<file path="src/common/fmr_pkg.sv">
// Shared constants, register map and types of the fault monitor.
// Assumes an 8-bit register port with a 4-bit word address.
package fmr_pkg;

    localparam int AW = 4;
    localparam int DW = 8;

    // Register word addresses
    localparam logic [3:0] A_CTRL   = 4'h0;
    localparam logic [3:0] A_RCAUSE = 4'h1;
    localparam logic [3:0] A_EXCR   = 4'h2;
    localparam logic [3:0] A_STAT   = 4'h3;
    localparam logic [3:0] A_MASK   = 4'h4;
    localparam logic [3:0] A_HV     = 4'h5;
    localparam logic [3:0] A_LIM0   = 4'h6;

    // Control fields
    localparam int CTRL_SEL_LSB = 0;
    localparam int CTRL_INV     = 2;
    localparam int CTRL_SEN_LSB = 4;

    // Status and mask bit positions
    localparam int ST_EXC  = 0;
    localparam int ST_CORR = 1;

    // Values after reset
    localparam logic [7:0] CTRL_RST = 8'h00;
    localparam logic [7:0] MASK_RST = 8'h00;
    localparam logic [7:0] LIM_RST  = 8'hff;

    // Light detector selection codes
    localparam logic [1:0] SEL_A = 2'h1;
    localparam logic [1:0] SEL_B = 2'h2;

    typedef enum logic [2:0] {RC_POR, RC_VOLT, RC_FREQ, RC_TEMP, RC_LIGHT, RC_ROM} fmr_rcause_t;

    typedef enum logic [3:0] {EX_NONE, EX_PC, EX_SP, EX_PSTAT, EX_DES, EX_AES, EX_MOD,
                              EX_EELIGHT, EX_ECC, EX_STACK} fmr_exc_t;

    typedef struct packed {
        logic light;
        logic temp;
        logic freq;
        logic volt;
    } fmr_alarm_t;

    typedef struct packed {
        logic modarith;
        logic aes;
        logic des;
        logic program_status_high;
        logic sp;
        logic pc;
    } fmr_fault_t;

    // Check bits of a byte, single-error-correcting code
    function automatic logic [3:0] fmr_ecc_gen(input logic [7:0] d);
        fmr_ecc_gen[0] = d[0] ^ d[1] ^ d[3] ^ d[4] ^ d[6];
        fmr_ecc_gen[1] = d[0] ^ d[2] ^ d[3] ^ d[5] ^ d[6];
        fmr_ecc_gen[2] = d[1] ^ d[2] ^ d[3] ^ d[7];
        fmr_ecc_gen[3] = d[4] ^ d[5] ^ d[6] ^ d[7];
    endfunction

    // Syndrome that points at each data bit
    function automatic logic [3:0] fmr_ecc_pos(input int i);
        case (i)
            0:       fmr_ecc_pos = 4'h3;
            1:       fmr_ecc_pos = 4'h5;
            2:       fmr_ecc_pos = 4'h6;
            3:       fmr_ecc_pos = 4'h7;
            4:       fmr_ecc_pos = 4'h9;
            5:       fmr_ecc_pos = 4'ha;
            6:       fmr_ecc_pos = 4'hb;
            default: fmr_ecc_pos = 4'hc;
        endcase
    endfunction

endpackage

</file>
<file path="src/design/fmr_ecc_fix.sv">
// Per-byte single-bit corrector for the EEPROM read path.
// Assumes data and check bits arrive together on one valid cycle.
`timescale 1ns/100ps
`default_nettype none
module fmr_ecc_fix
    import fmr_pkg::*;
(
    input  wire logic       clk_i,
    input  wire logic       rst_i,
    input  wire logic       valid_i,
    input  wire logic [7:0] data_i,
    input  wire logic [3:0] chk_i,
    output logic            valid_o,
    output logic [7:0]      data_o,
    output logic            err_o
);
    typedef struct packed {
        logic       valid;
        logic [7:0] data;
        logic       err;
    } fmr_fix_t;

    fmr_fix_t st;
    fmr_fix_t next_st;

    always_comb
    begin
        logic [3:0] syn;
        syn = chk_i ^ fmr_ecc_gen(data_i);
        next_st.valid = valid_i;
        next_st.data = data_i;
        next_st.err = valid_i && (syn != 4'h0);
        // A flipped check bit leaves the data alone but still counts as an error
        for (int i = 0; i < 8; i++)
        begin
            if (syn == fmr_ecc_pos(i))
            begin
                next_st.data[i] = ~data_i[i];
            end
        end
    end

    always_ff @(posedge clk_i)
    begin
        if (rst_i)
        begin
            st <= '0;
        end
        else
        begin
            st <= next_st;
        end
    end

    assign valid_o = st.valid;
    assign data_o  = st.data;
    assign err_o   = st.err;
endmodule // fmr_ecc_fix
`default_nettype wire

</file>
<file path="src/design/fmr_stack_chk.sv">
// Range checker for one stack pointer.
// Assumes the pointer and its limit share the system clock.
`timescale 1ns/100ps
`default_nettype none
module fmr_stack_chk
    import fmr_pkg::*;
#(
    parameter int W = 8
)
(
    input  wire logic         clk_i,
    input  wire logic         rst_i,
    input  wire logic [W-1:0] sp_i,
    input  wire logic [W-1:0] limit_i,
    output logic              hit_o
);
    typedef struct packed {
        logic hit;
    } fmr_chk_t;

    fmr_chk_t st;
    fmr_chk_t next_st;

    always_comb
    begin
        // Reaching the limit counts, not only passing it
        next_st.hit = (sp_i >= limit_i);
    end

    always_ff @(posedge clk_i)
    begin
        if (rst_i)
        begin
            st <= '0;
        end
        else
        begin
            st <= next_st;
        end
    end

    assign hit_o = st.hit;
endmodule // fmr_stack_chk
`default_nettype wire

</file>
<file path="src/design/fmr_monitor.sv">
// Fault and operating-condition monitor: reset requests, exceptions, cause registers.
// Assumes sensor alarms and light detectors are asynchronous pins; core signals share clk_i.
`timescale 1ns/100ps
`default_nettype none
module fmr_monitor
    import fmr_pkg::*;
(
    input  wire logic             clk_i,
    input  wire logic             rst_i,
    input  wire logic [AW-1:0]    addr_i,
    input  wire logic [DW-1:0]    wdata_i,
    input  wire logic             wr_i,
    input  wire logic             rd_i,
    output logic [DW-1:0]         rdata_o,
    input  wire fmr_alarm_t       alarm_i,
    input  wire fmr_fault_t       fault_i,
    input  wire logic             test_mode_i,
    input  wire logic [1:0]       cpu_mode_i,
    input  wire logic [2:0][7:0]  sp_i,
    input  wire logic [1:0]       ee_light_i,
    input  wire logic             ee_rd_valid_i,
    input  wire logic [7:0]       ee_data_i,
    input  wire logic [3:0]       ee_chk_i,
    output logic                  ee_valid_o,
    output logic [7:0]            ee_data_o,
    input  wire logic             ee_wr_end_i,
    input  wire logic             ee_hv_ok_i,
    input  wire logic             rom_rd_i,
    input  wire logic [7:0]       rom_data_i,
    input  wire logic             rom_par_i,
    output logic                  reset_req_o,
    output logic                  exc_o,
    output logic                  sensor_en_o,
    output logic                  irq_o
);
    typedef struct packed {
        fmr_alarm_t     a1;
        fmr_alarm_t     a2;
        logic [1:0]     l1;
        logic [1:0]     l2;
        logic           hv1;
        logic           hv2;
        logic [7:0]     ctrl;
        logic [7:0]     stat;
        logic [7:0]     mask;
        logic [1:0]     hv;
        logic [2:0][7:0] lim;
        fmr_rcause_t    rcause;
        fmr_exc_t       excr;
        logic [8:0]     prev;
        logic           rreq;
        logic           exc;
        logic           sen;
        logic           irq;
        logic [7:0]     rdata;
    } fmr_mon_t;

    fmr_mon_t   st;
    fmr_mon_t   next_st;
    logic [2:0] hit;
    logic       ecc_err;
    logic       rom_err;
    logic [8:0] src;
    logic [8:0] nw;
    logic       rst_src;

    fmr_ecc_fix u_fix (
        .clk_i   (clk_i),
        .rst_i   (rst_i),
        .valid_i (ee_rd_valid_i),
        .data_i  (ee_data_i),
        .chk_i   (ee_chk_i),
        .valid_o (ee_valid_o),
        .data_o  (ee_data_o),
        .err_o   (ecc_err)
    );

    for (genvar g = 0; g < 3; g++)
    begin : g_stk
        fmr_stack_chk #(.W(8)) u_chk (
            .clk_i   (clk_i),
            .rst_i   (rst_i),
            .sp_i    (sp_i[g]),
            .limit_i (st.lim[g]),
            .hit_o   (hit[g])
        );
    end

    // Odd parity over data and parity bit
    assign rom_err = rom_rd_i && !(^{rom_data_i, rom_par_i});

    always_comb
    begin
        logic [1:0] mi;
        logic       light;
        logic [7:0] clr;
        mi = 2'h0;
        light = 1'b0;
        clr = 8'h00;
        next_st = st;
        mi = (cpu_mode_i == 2'h0) ? 2'h0 : (cpu_mode_i == 2'h1) ? 2'h1 : 2'h2;
        // Second stage alone reads the first
        next_st.a1 = alarm_i;
        next_st.a2 = st.a1;
        next_st.l1 = ee_light_i;
        next_st.l2 = st.l1;
        next_st.hv1 = ee_hv_ok_i;
        next_st.hv2 = st.hv1;

        case (st.ctrl[CTRL_SEL_LSB +: 2])
            SEL_A:   light = st.l2[0];
            SEL_B:   light = st.l2[1];
            default: light = 1'b0;
        endcase

        src[0] = fault_i.pc;
        src[1] = fault_i.sp;
        src[2] = fault_i.program_status_high;
        src[3] = fault_i.des;
        src[4] = fault_i.aes;
        src[5] = fault_i.modarith;
        src[6] = light;
        // correction error when inverse mode on
        src[7] = st.ctrl[CTRL_INV] && ecc_err;
        // only the active mode's pointer counts
        src[8] = hit[mi];
        nw = src & ~st.prev;
        next_st.prev = src;

        rst_src = (|st.a2) || rom_err;
        // reset request held while a cause persists
        next_st.rreq = rst_src;
        // cause caught on the first cycle of a request
        if (rst_src && !st.rreq)
        begin
            if (st.a2.volt)
                next_st.rcause = RC_VOLT;
            else if (st.a2.freq)
                next_st.rcause = RC_FREQ;
            else if (st.a2.temp)
                next_st.rcause = RC_TEMP;
            else if (st.a2.light)
                next_st.rcause = RC_LIGHT;
            else
                next_st.rcause = RC_ROM;
        end

        // lowest source index wins the reason
        next_st.exc = |nw;
        for (int i = 8; i >= 0; i--)
        begin
            if (nw[i])
            begin
                next_st.excr = fmr_exc_t'(4'(i + 1));
            end
        end

        if (ee_wr_end_i)
        begin
            next_st.hv = {1'b1, st.hv2};
        end

        next_st.sen = !test_mode_i;

        clr = 8'h00;
        if (wr_i)
        begin
            unique case (addr_i)
                // sensor enable bits are not stored
                A_CTRL:  next_st.ctrl = {4'h0, 1'b0, wdata_i[CTRL_INV], wdata_i[CTRL_SEL_LSB +: 2]};
                A_STAT:  clr = wdata_i;
                A_MASK:  next_st.mask = wdata_i;
                A_LIM0:  next_st.lim[0] = wdata_i;
                4'h7:    next_st.lim[1] = wdata_i;
                4'h8:    next_st.lim[2] = wdata_i;
                default: clr = 8'h00;
            endcase
        end
        // Set wins over a clear in the same cycle
        next_st.stat = st.stat & ~clr;
        next_st.stat[ST_EXC] = next_st.stat[ST_EXC] | (|nw);
        next_st.stat[ST_CORR] = next_st.stat[ST_CORR] | ecc_err;
        next_st.irq = |(next_st.stat & st.mask);

        next_st.rdata = 8'h00;
        if (rd_i)
        begin
            unique case (addr_i)
                A_CTRL:   next_st.rdata = {{4{st.sen}}, st.ctrl[3:0]};
                A_RCAUSE: next_st.rdata = {5'h00, st.rcause};
                A_EXCR:   next_st.rdata = {4'h0, st.excr};
                A_STAT:   next_st.rdata = st.stat;
                A_MASK:   next_st.rdata = st.mask;
                A_HV:     next_st.rdata = {6'h00, st.hv};
                A_LIM0:   next_st.rdata = st.lim[0];
                4'h7:     next_st.rdata = st.lim[1];
                4'h8:     next_st.rdata = st.lim[2];
                default:  next_st.rdata = 8'h00;
            endcase
        end
    end

    // every field takes its reset value
    always_ff @(posedge clk_i)
    begin
        if (rst_i)
        begin
            st <= '0;
            st.ctrl <= CTRL_RST;
            st.mask <= MASK_RST;
            st.lim <= {3{LIM_RST}};
            st.rcause <= RC_POR;
            st.excr <= EX_NONE;
        end
        else
        begin
            st <= next_st;
        end
    end

    assign rdata_o     = st.rdata;
    assign reset_req_o = st.rreq;
    assign exc_o       = st.exc;
    assign sensor_en_o = st.sen;
    assign irq_o       = st.irq;
endmodule // fmr_monitor
`default_nettype wire

</file>
<file path="config.mk">
export PLATFORM = sky130hd
export DESIGN_NAME = fmr_monitor
export DESIGN_NICKNAME = d
export VERILOG_FILES = /design/src/common/fmr_pkg.sv /design/src/design/fmr_ecc_fix.sv /design/src/design/fmr_stack_chk.sv /design/src/design/fmr_monitor.sv
export SDC_FILE = /design/constraint.sdc
export NUM_CORES = 1
export LEC_CHECK = 0
export BUFFER_PORTS_ARGS = -buffer_cell sky130_fd_sc_hd__buf_2
export CAP_MARGIN = 20
export CORE_ASPECT_RATIO = 1.4
export CORE_MARGIN = 2
export CORE_UTILIZATION = 30
export DETAILED_ROUTE_END_ITERATION = 7
export GPL_ROUTABILITY_DRIVEN = 1
export HOLD_SLACK_MARGIN = 0.15
export PLACE_DENSITY = 0.48
export SLEW_MARGIN = 20
export SYNTH_ARGS = -nofsm -noshare
export SYNTH_HDL_FRONTEND = slang
export SYNTH_SLANG_ARGS = --single-unit
</file>
<file path="constraint.sdc">
create_clock -name clk_i -period 5.85 [get_ports clk_i]
set_clock_uncertainty 0.1 [all_clocks]
set_input_delay 1.17 -clock clk_i [delete_from_list [all_inputs] [get_ports clk_i]]
set_output_delay 1.17 -clock clk_i [all_outputs]
set_load 0.01 [all_outputs]
</file>
==> summary by stage <==
Clocking
The number of buffers added to fix hold violations after cts is 0. Once the clock tree was built, the setup fixing pass inserted 0 buffers. The clock input transition at the sequential cells of the worst setup and hold paths is roughly 0.070 ns. The number of gates resized after CTS was 0. CTS built an H-tree with a depth of 3.

The maximum root-to-sink buffer count is 2. The number of buffers created by CTS is 9. The clock drives 100 sinks. The buffer type at the clock tree root is sky130_fd_sc_hd__clkbuf_16.

TritonCTS built the clock tree. Clock latency on the worst-skew pair, taken at its later pin, is 0.34 ns.

Route
The detail route stage leaves a number of antenna-violating nets equal to 0. The initial DRC count is approximately 150. The total routed wirelength is 12600 microns. The detailed route wirelength on metal2 is 6570 microns. The met1 wire length is slightly above 5000 microns. In this run the top signal layer used is met5. The total length of routed met3 wires is 672 microns. The via density per instance is around 4.8.

The total vias in the final route is about 4000. The first detailed-routing pass took 4 iterations. The number of DRC violations after detailed routing is 0. The post-detailed-route wirelength per cell is about 16 microns.

Worst setup path
For the worst setup path, the data required time is 5.97 ns. Data arrives at the worst endpoint at 3.04 ns. In this run the worst path has a maximum fanout of 15. The worst setup path category is in -> reg. The slowest stage of the critical path belongs to the cell sky130_fd_sc_hd__nor2_1. The number of buffer and inverter instances along the worst setup path is 1. In this run the critical register-to-register path is launched from st[70]$_SDFFE_PP0P_. The worst register-to-register path has a setup slack of 3.74 ns. The cell with the most instances on the worst path is sky130_fd_sc_hd__nand2_1. The endpoint kind of the worst setup timing path is a flip-flop. Traced cell by cell, the critical path runs through buf_2 > nor2b_1 > nand2_1 > nor2_1 > mux2i_1 > nand2_1. The critical path starts at addr_i[1]. The startpoint type of the worst setup path is an input pin. The number of cell instances on the worst register-to-register path is 8. The family with the most delay on the worst path is simple AND/OR/NAND/NOR gates. On the worst path, the slowest cell contributes a delay of between 0.7 and 0.8 ns.

The endpoint identified for the worst register-to-register timing path is irq_o$_SDFF_PP0_.

Status
The run finished with clean final reports.

STA
Adding up every negative setup slack in the final design gives 0 ns. Setup repair after global routing left no endpoint under its margin. The worst pin sits at a relative slew slack of 0.376. The worst path needs 2.92 ns of the cycle, external delays included.

The number of endpoints with negative hold slack in the final report was 0. The total count of max-transition violations in the final report is 0. At the pin with the least slew margin, the transition time is ~0.93 ns. The post-route clock period utilization is 0.500. The number of setup violations in the final report is 0. Timing would allow up to between 300 and 400 MHz. Across all hold checks on the routed design, the worst slack comes to 0.337 ns.

Synthesis
The cell count after synthesis is 530. The share of the synthesized area in compound gates (AO/OA/AOI/OAI) is 0.164. The count of cell types in the netlist is 56. Counting every net in the synthesized netlist gives 636.

The count of flip-flops with a built-in enable after synthesis is 0. The async set or reset register ratio after synthesis is 0. The leading register cell type out of synthesis is sky130_fd_sc_hd__dfxtp_1. The yosys synthesis warning count is 0.

By area, the combinational part of the netlist is dominated by simple AND/OR/NAND/NOR gates. The parity-gate share of the synthesized area counting xor and xnor cells is 0.0642. The average footprint of a synthesized cell is between 9 and 10 sq um. The share of synthesized cell area in and, or, nand and nor gates is 0.180.

The mux cell area share after synthesis is 0.0473. The arithmetic-cell share of the synthesized area counting full adders, half adders and majority gates is 0.0676. For this run, the register share of the synthesized area comes to 0.416. The synthesized cell area is 0.00481 sq mm. The synthesized design contains 100 register bits.

Die
The floorplan die width is about 110 microns. The number of I/O pins is just over 100. For this configuration, the core starts out at a cell density of 0.307. The die area is 0.0171 sq mm. In this run the standard cell core region covers 0.0157 sq mm. The chip height is 154 microns. Row generation in the floorplan step produced 54 rows.

Run
The max-capacitance violation count is 0.

Power and ir drop
In this run the static leakage power is approximately 0.0026 uW. The worst ir drop on vdd is 0.125 mV. Power spread over the standard cell area amounts to 281 mW/mm^2. The overall power is ~1600 uW.

GRT
Entering global routing, the biggest net connects 60 pins. In the global route stage, overall resource usage came out at 0.150. The first global-routing pass estimated 20200 microns of wire. The number of global-route vias before repair came to 4015. The initial antenna violation count is 1. The total congestion overflow after global routing is 0.

Placed design
The number of placed cells counting well taps is 795. The congestion estimate from routability-driven global placement came to around 0.8. The HPWL after detailed placement is roughly 9700 microns. The total of buffers placed on input and output ports is 100.

Min path
Along the worst hold path, the cell count comes to 1. The beginning of the worst hold path is next_st[78]$_SDFF_PP0_. The path type of the worst min-delay path is reg -> reg.

The end point of the worst hold path is st[78]$_SDFF_PP0_.

Finish
In the final layout, the share of cells above drive strength 1 is 0.213. In the final design database the tool counted just over 700 nets. Excluding fillers, the count of instances in the completed layout stands at 811. The layout overhead on the synthesized area is 18.9%. The number of diodes added for antenna fixing is 0.
state kept, by name, summed over array words and instances, names as in the netlist:
name and count:
st 68, rdata_o 8, u_fix.data_o 8, next_st 7, g_stk.u_chk.hit_o 3, exc_o 1
irq_o 1, reset_req_o 1, sensor_en_o 1, u_fix.err_o 1, u_fix.valid_o 1
cell families after synthesis:
family / Yosys count
simple gates: 178
compound gates: 113
flops: 100
buf+inv: 64
xor+xnor: 28
fa+ha+maj: 26
mux: 21
cell usage in the layout (no fill, tap or decap), drive strengths merged, types with 5 or more instances in the layout:
master and count:
nand2b 14, a21oi 24, xnor2 20, nor2b 28, dfxtp 100, nor2 48
nand3 16, buf 102, inv 32, a221oi 6, o21ai 13, clkbuf 11
a21o 10, mux2i 16, a22o 5, nand2 54, o22ai 5, o211ai 23
ha 26, a21boi 5, and2 5
cells in the mapped netlist, types with 4 or more instances:
cell | n | share of area
sky130_fd_sc_hd__inv_1 | 31 | 0.024
sky130_fd_sc_hd__nand2b_1 | 13 | 0.017
sky130_fd_sc_hd__a22o_1 | 5 | 0.0091
sky130_fd_sc_hd__ha_1 | 26 | 0.068
sky130_fd_sc_hd__o31ai_1 | 4 | 0.0062
sky130_fd_sc_hd__buf_2 | 5 | 0.0052
sky130_fd_sc_hd__mux2_2 | 4 | 0.0094
sky130_fd_sc_hd__nor3_1 | 4 | 0.0042
sky130_fd_sc_hd__a21o_1 | 10 | 0.016
sky130_fd_sc_hd__clkbuf_1 | 13 | 0.010
sky130_fd_sc_hd__buf_1 | 4 | 0.0031
sky130_fd_sc_hd__nand2_1 | 54 | 0.042
sky130_fd_sc_hd__dfxtp_1 | 100 | 0.42
sky130_fd_sc_hd__nor2_1 | 46 | 0.036
sky130_fd_sc_hd__mux2i_1 | 16 | 0.033
sky130_fd_sc_hd__xnor2_1 | 20 | 0.036
sky130_fd_sc_hd__a21oi_1 | 24 | 0.025
sky130_fd_sc_hd__a221oi_1 | 5 | 0.0091
sky130_fd_sc_hd__o22ai_1 | 5 | 0.0065
sky130_fd_sc_hd__buf_4 | 9 | 0.014
sky130_fd_sc_hd__nand3_1 | 16 | 0.017
sky130_fd_sc_hd__o211ai_1 | 23 | 0.036
sky130_fd_sc_hd__nor2b_1 | 28 | 0.036
sky130_fd_sc_hd__o21ai_0 | 13 | 0.014
sky130_fd_sc_hd__a21boi_0 | 4 | 0.0062
sky130_fd_sc_hd__and2_1 | 5 | 0.0065
power breakdown:
part	switching, uW	leakage (uW)	internal (uW)
Combinational	126	0.00165	107
Clock	260	0.000152	388
Sequential	15.2	0.000819	710
worst max path at each step:
stage                                       end  slack (ns)  depth (start not counted)
after floorplan                irq_o$_SDFF_PP0_        3.17                          8
after global placement    rdata_o[4]$_SDFF_PP0_        2.59                          6
after detailed placement    st[28]$_SDFFE_PP1P_        2.57                          6
after CTS                 rdata_o[7]$_SDFF_PP0_        2.95                          6
after global routing        st[36]$_SDFFE_PP1P_        2.66                          6
final                       st[36]$_SDFFE_PP1P_        2.93                          6
cell type report:
class,count,area (sq um)
multi-input cells,366,2520
well taps,196,245
clock buffers,11,243
clock inverters,5,83.8
flip-flops and latches,100,2000
repair buffers,102,515
inverters,31,116
fillers,1637,9950
metrics by stage:
| step | util | area (sq um) | setup slack, ns |
|---|---|---|---|
| after floorplan | - | 4810 | 3.17 |
| after global placement | 0.344 | 5400 | 2.59 |
| after detailed placement | 0.344 | 5400 | 2.57 |
| after CTS | 0.365 | 5720 | 2.95 |
| after global routing | 0.365 | 5720 | 2.66 |
| final | 0.365 | 5720 | 2.93 |
routing by layer:
| metal | track usage | vias up |
|---|---|---|
| met5 | 0 | - |
| met4 | 0.0523 | 2 |
| met3 | 0.0367 | 15 |
| met2 | 0.280 | 104 |
| met1 | 0.166 | 1790 |
| li1 | - | 1975 |
No activity file was read; power rests on OpenSTA's default activity.
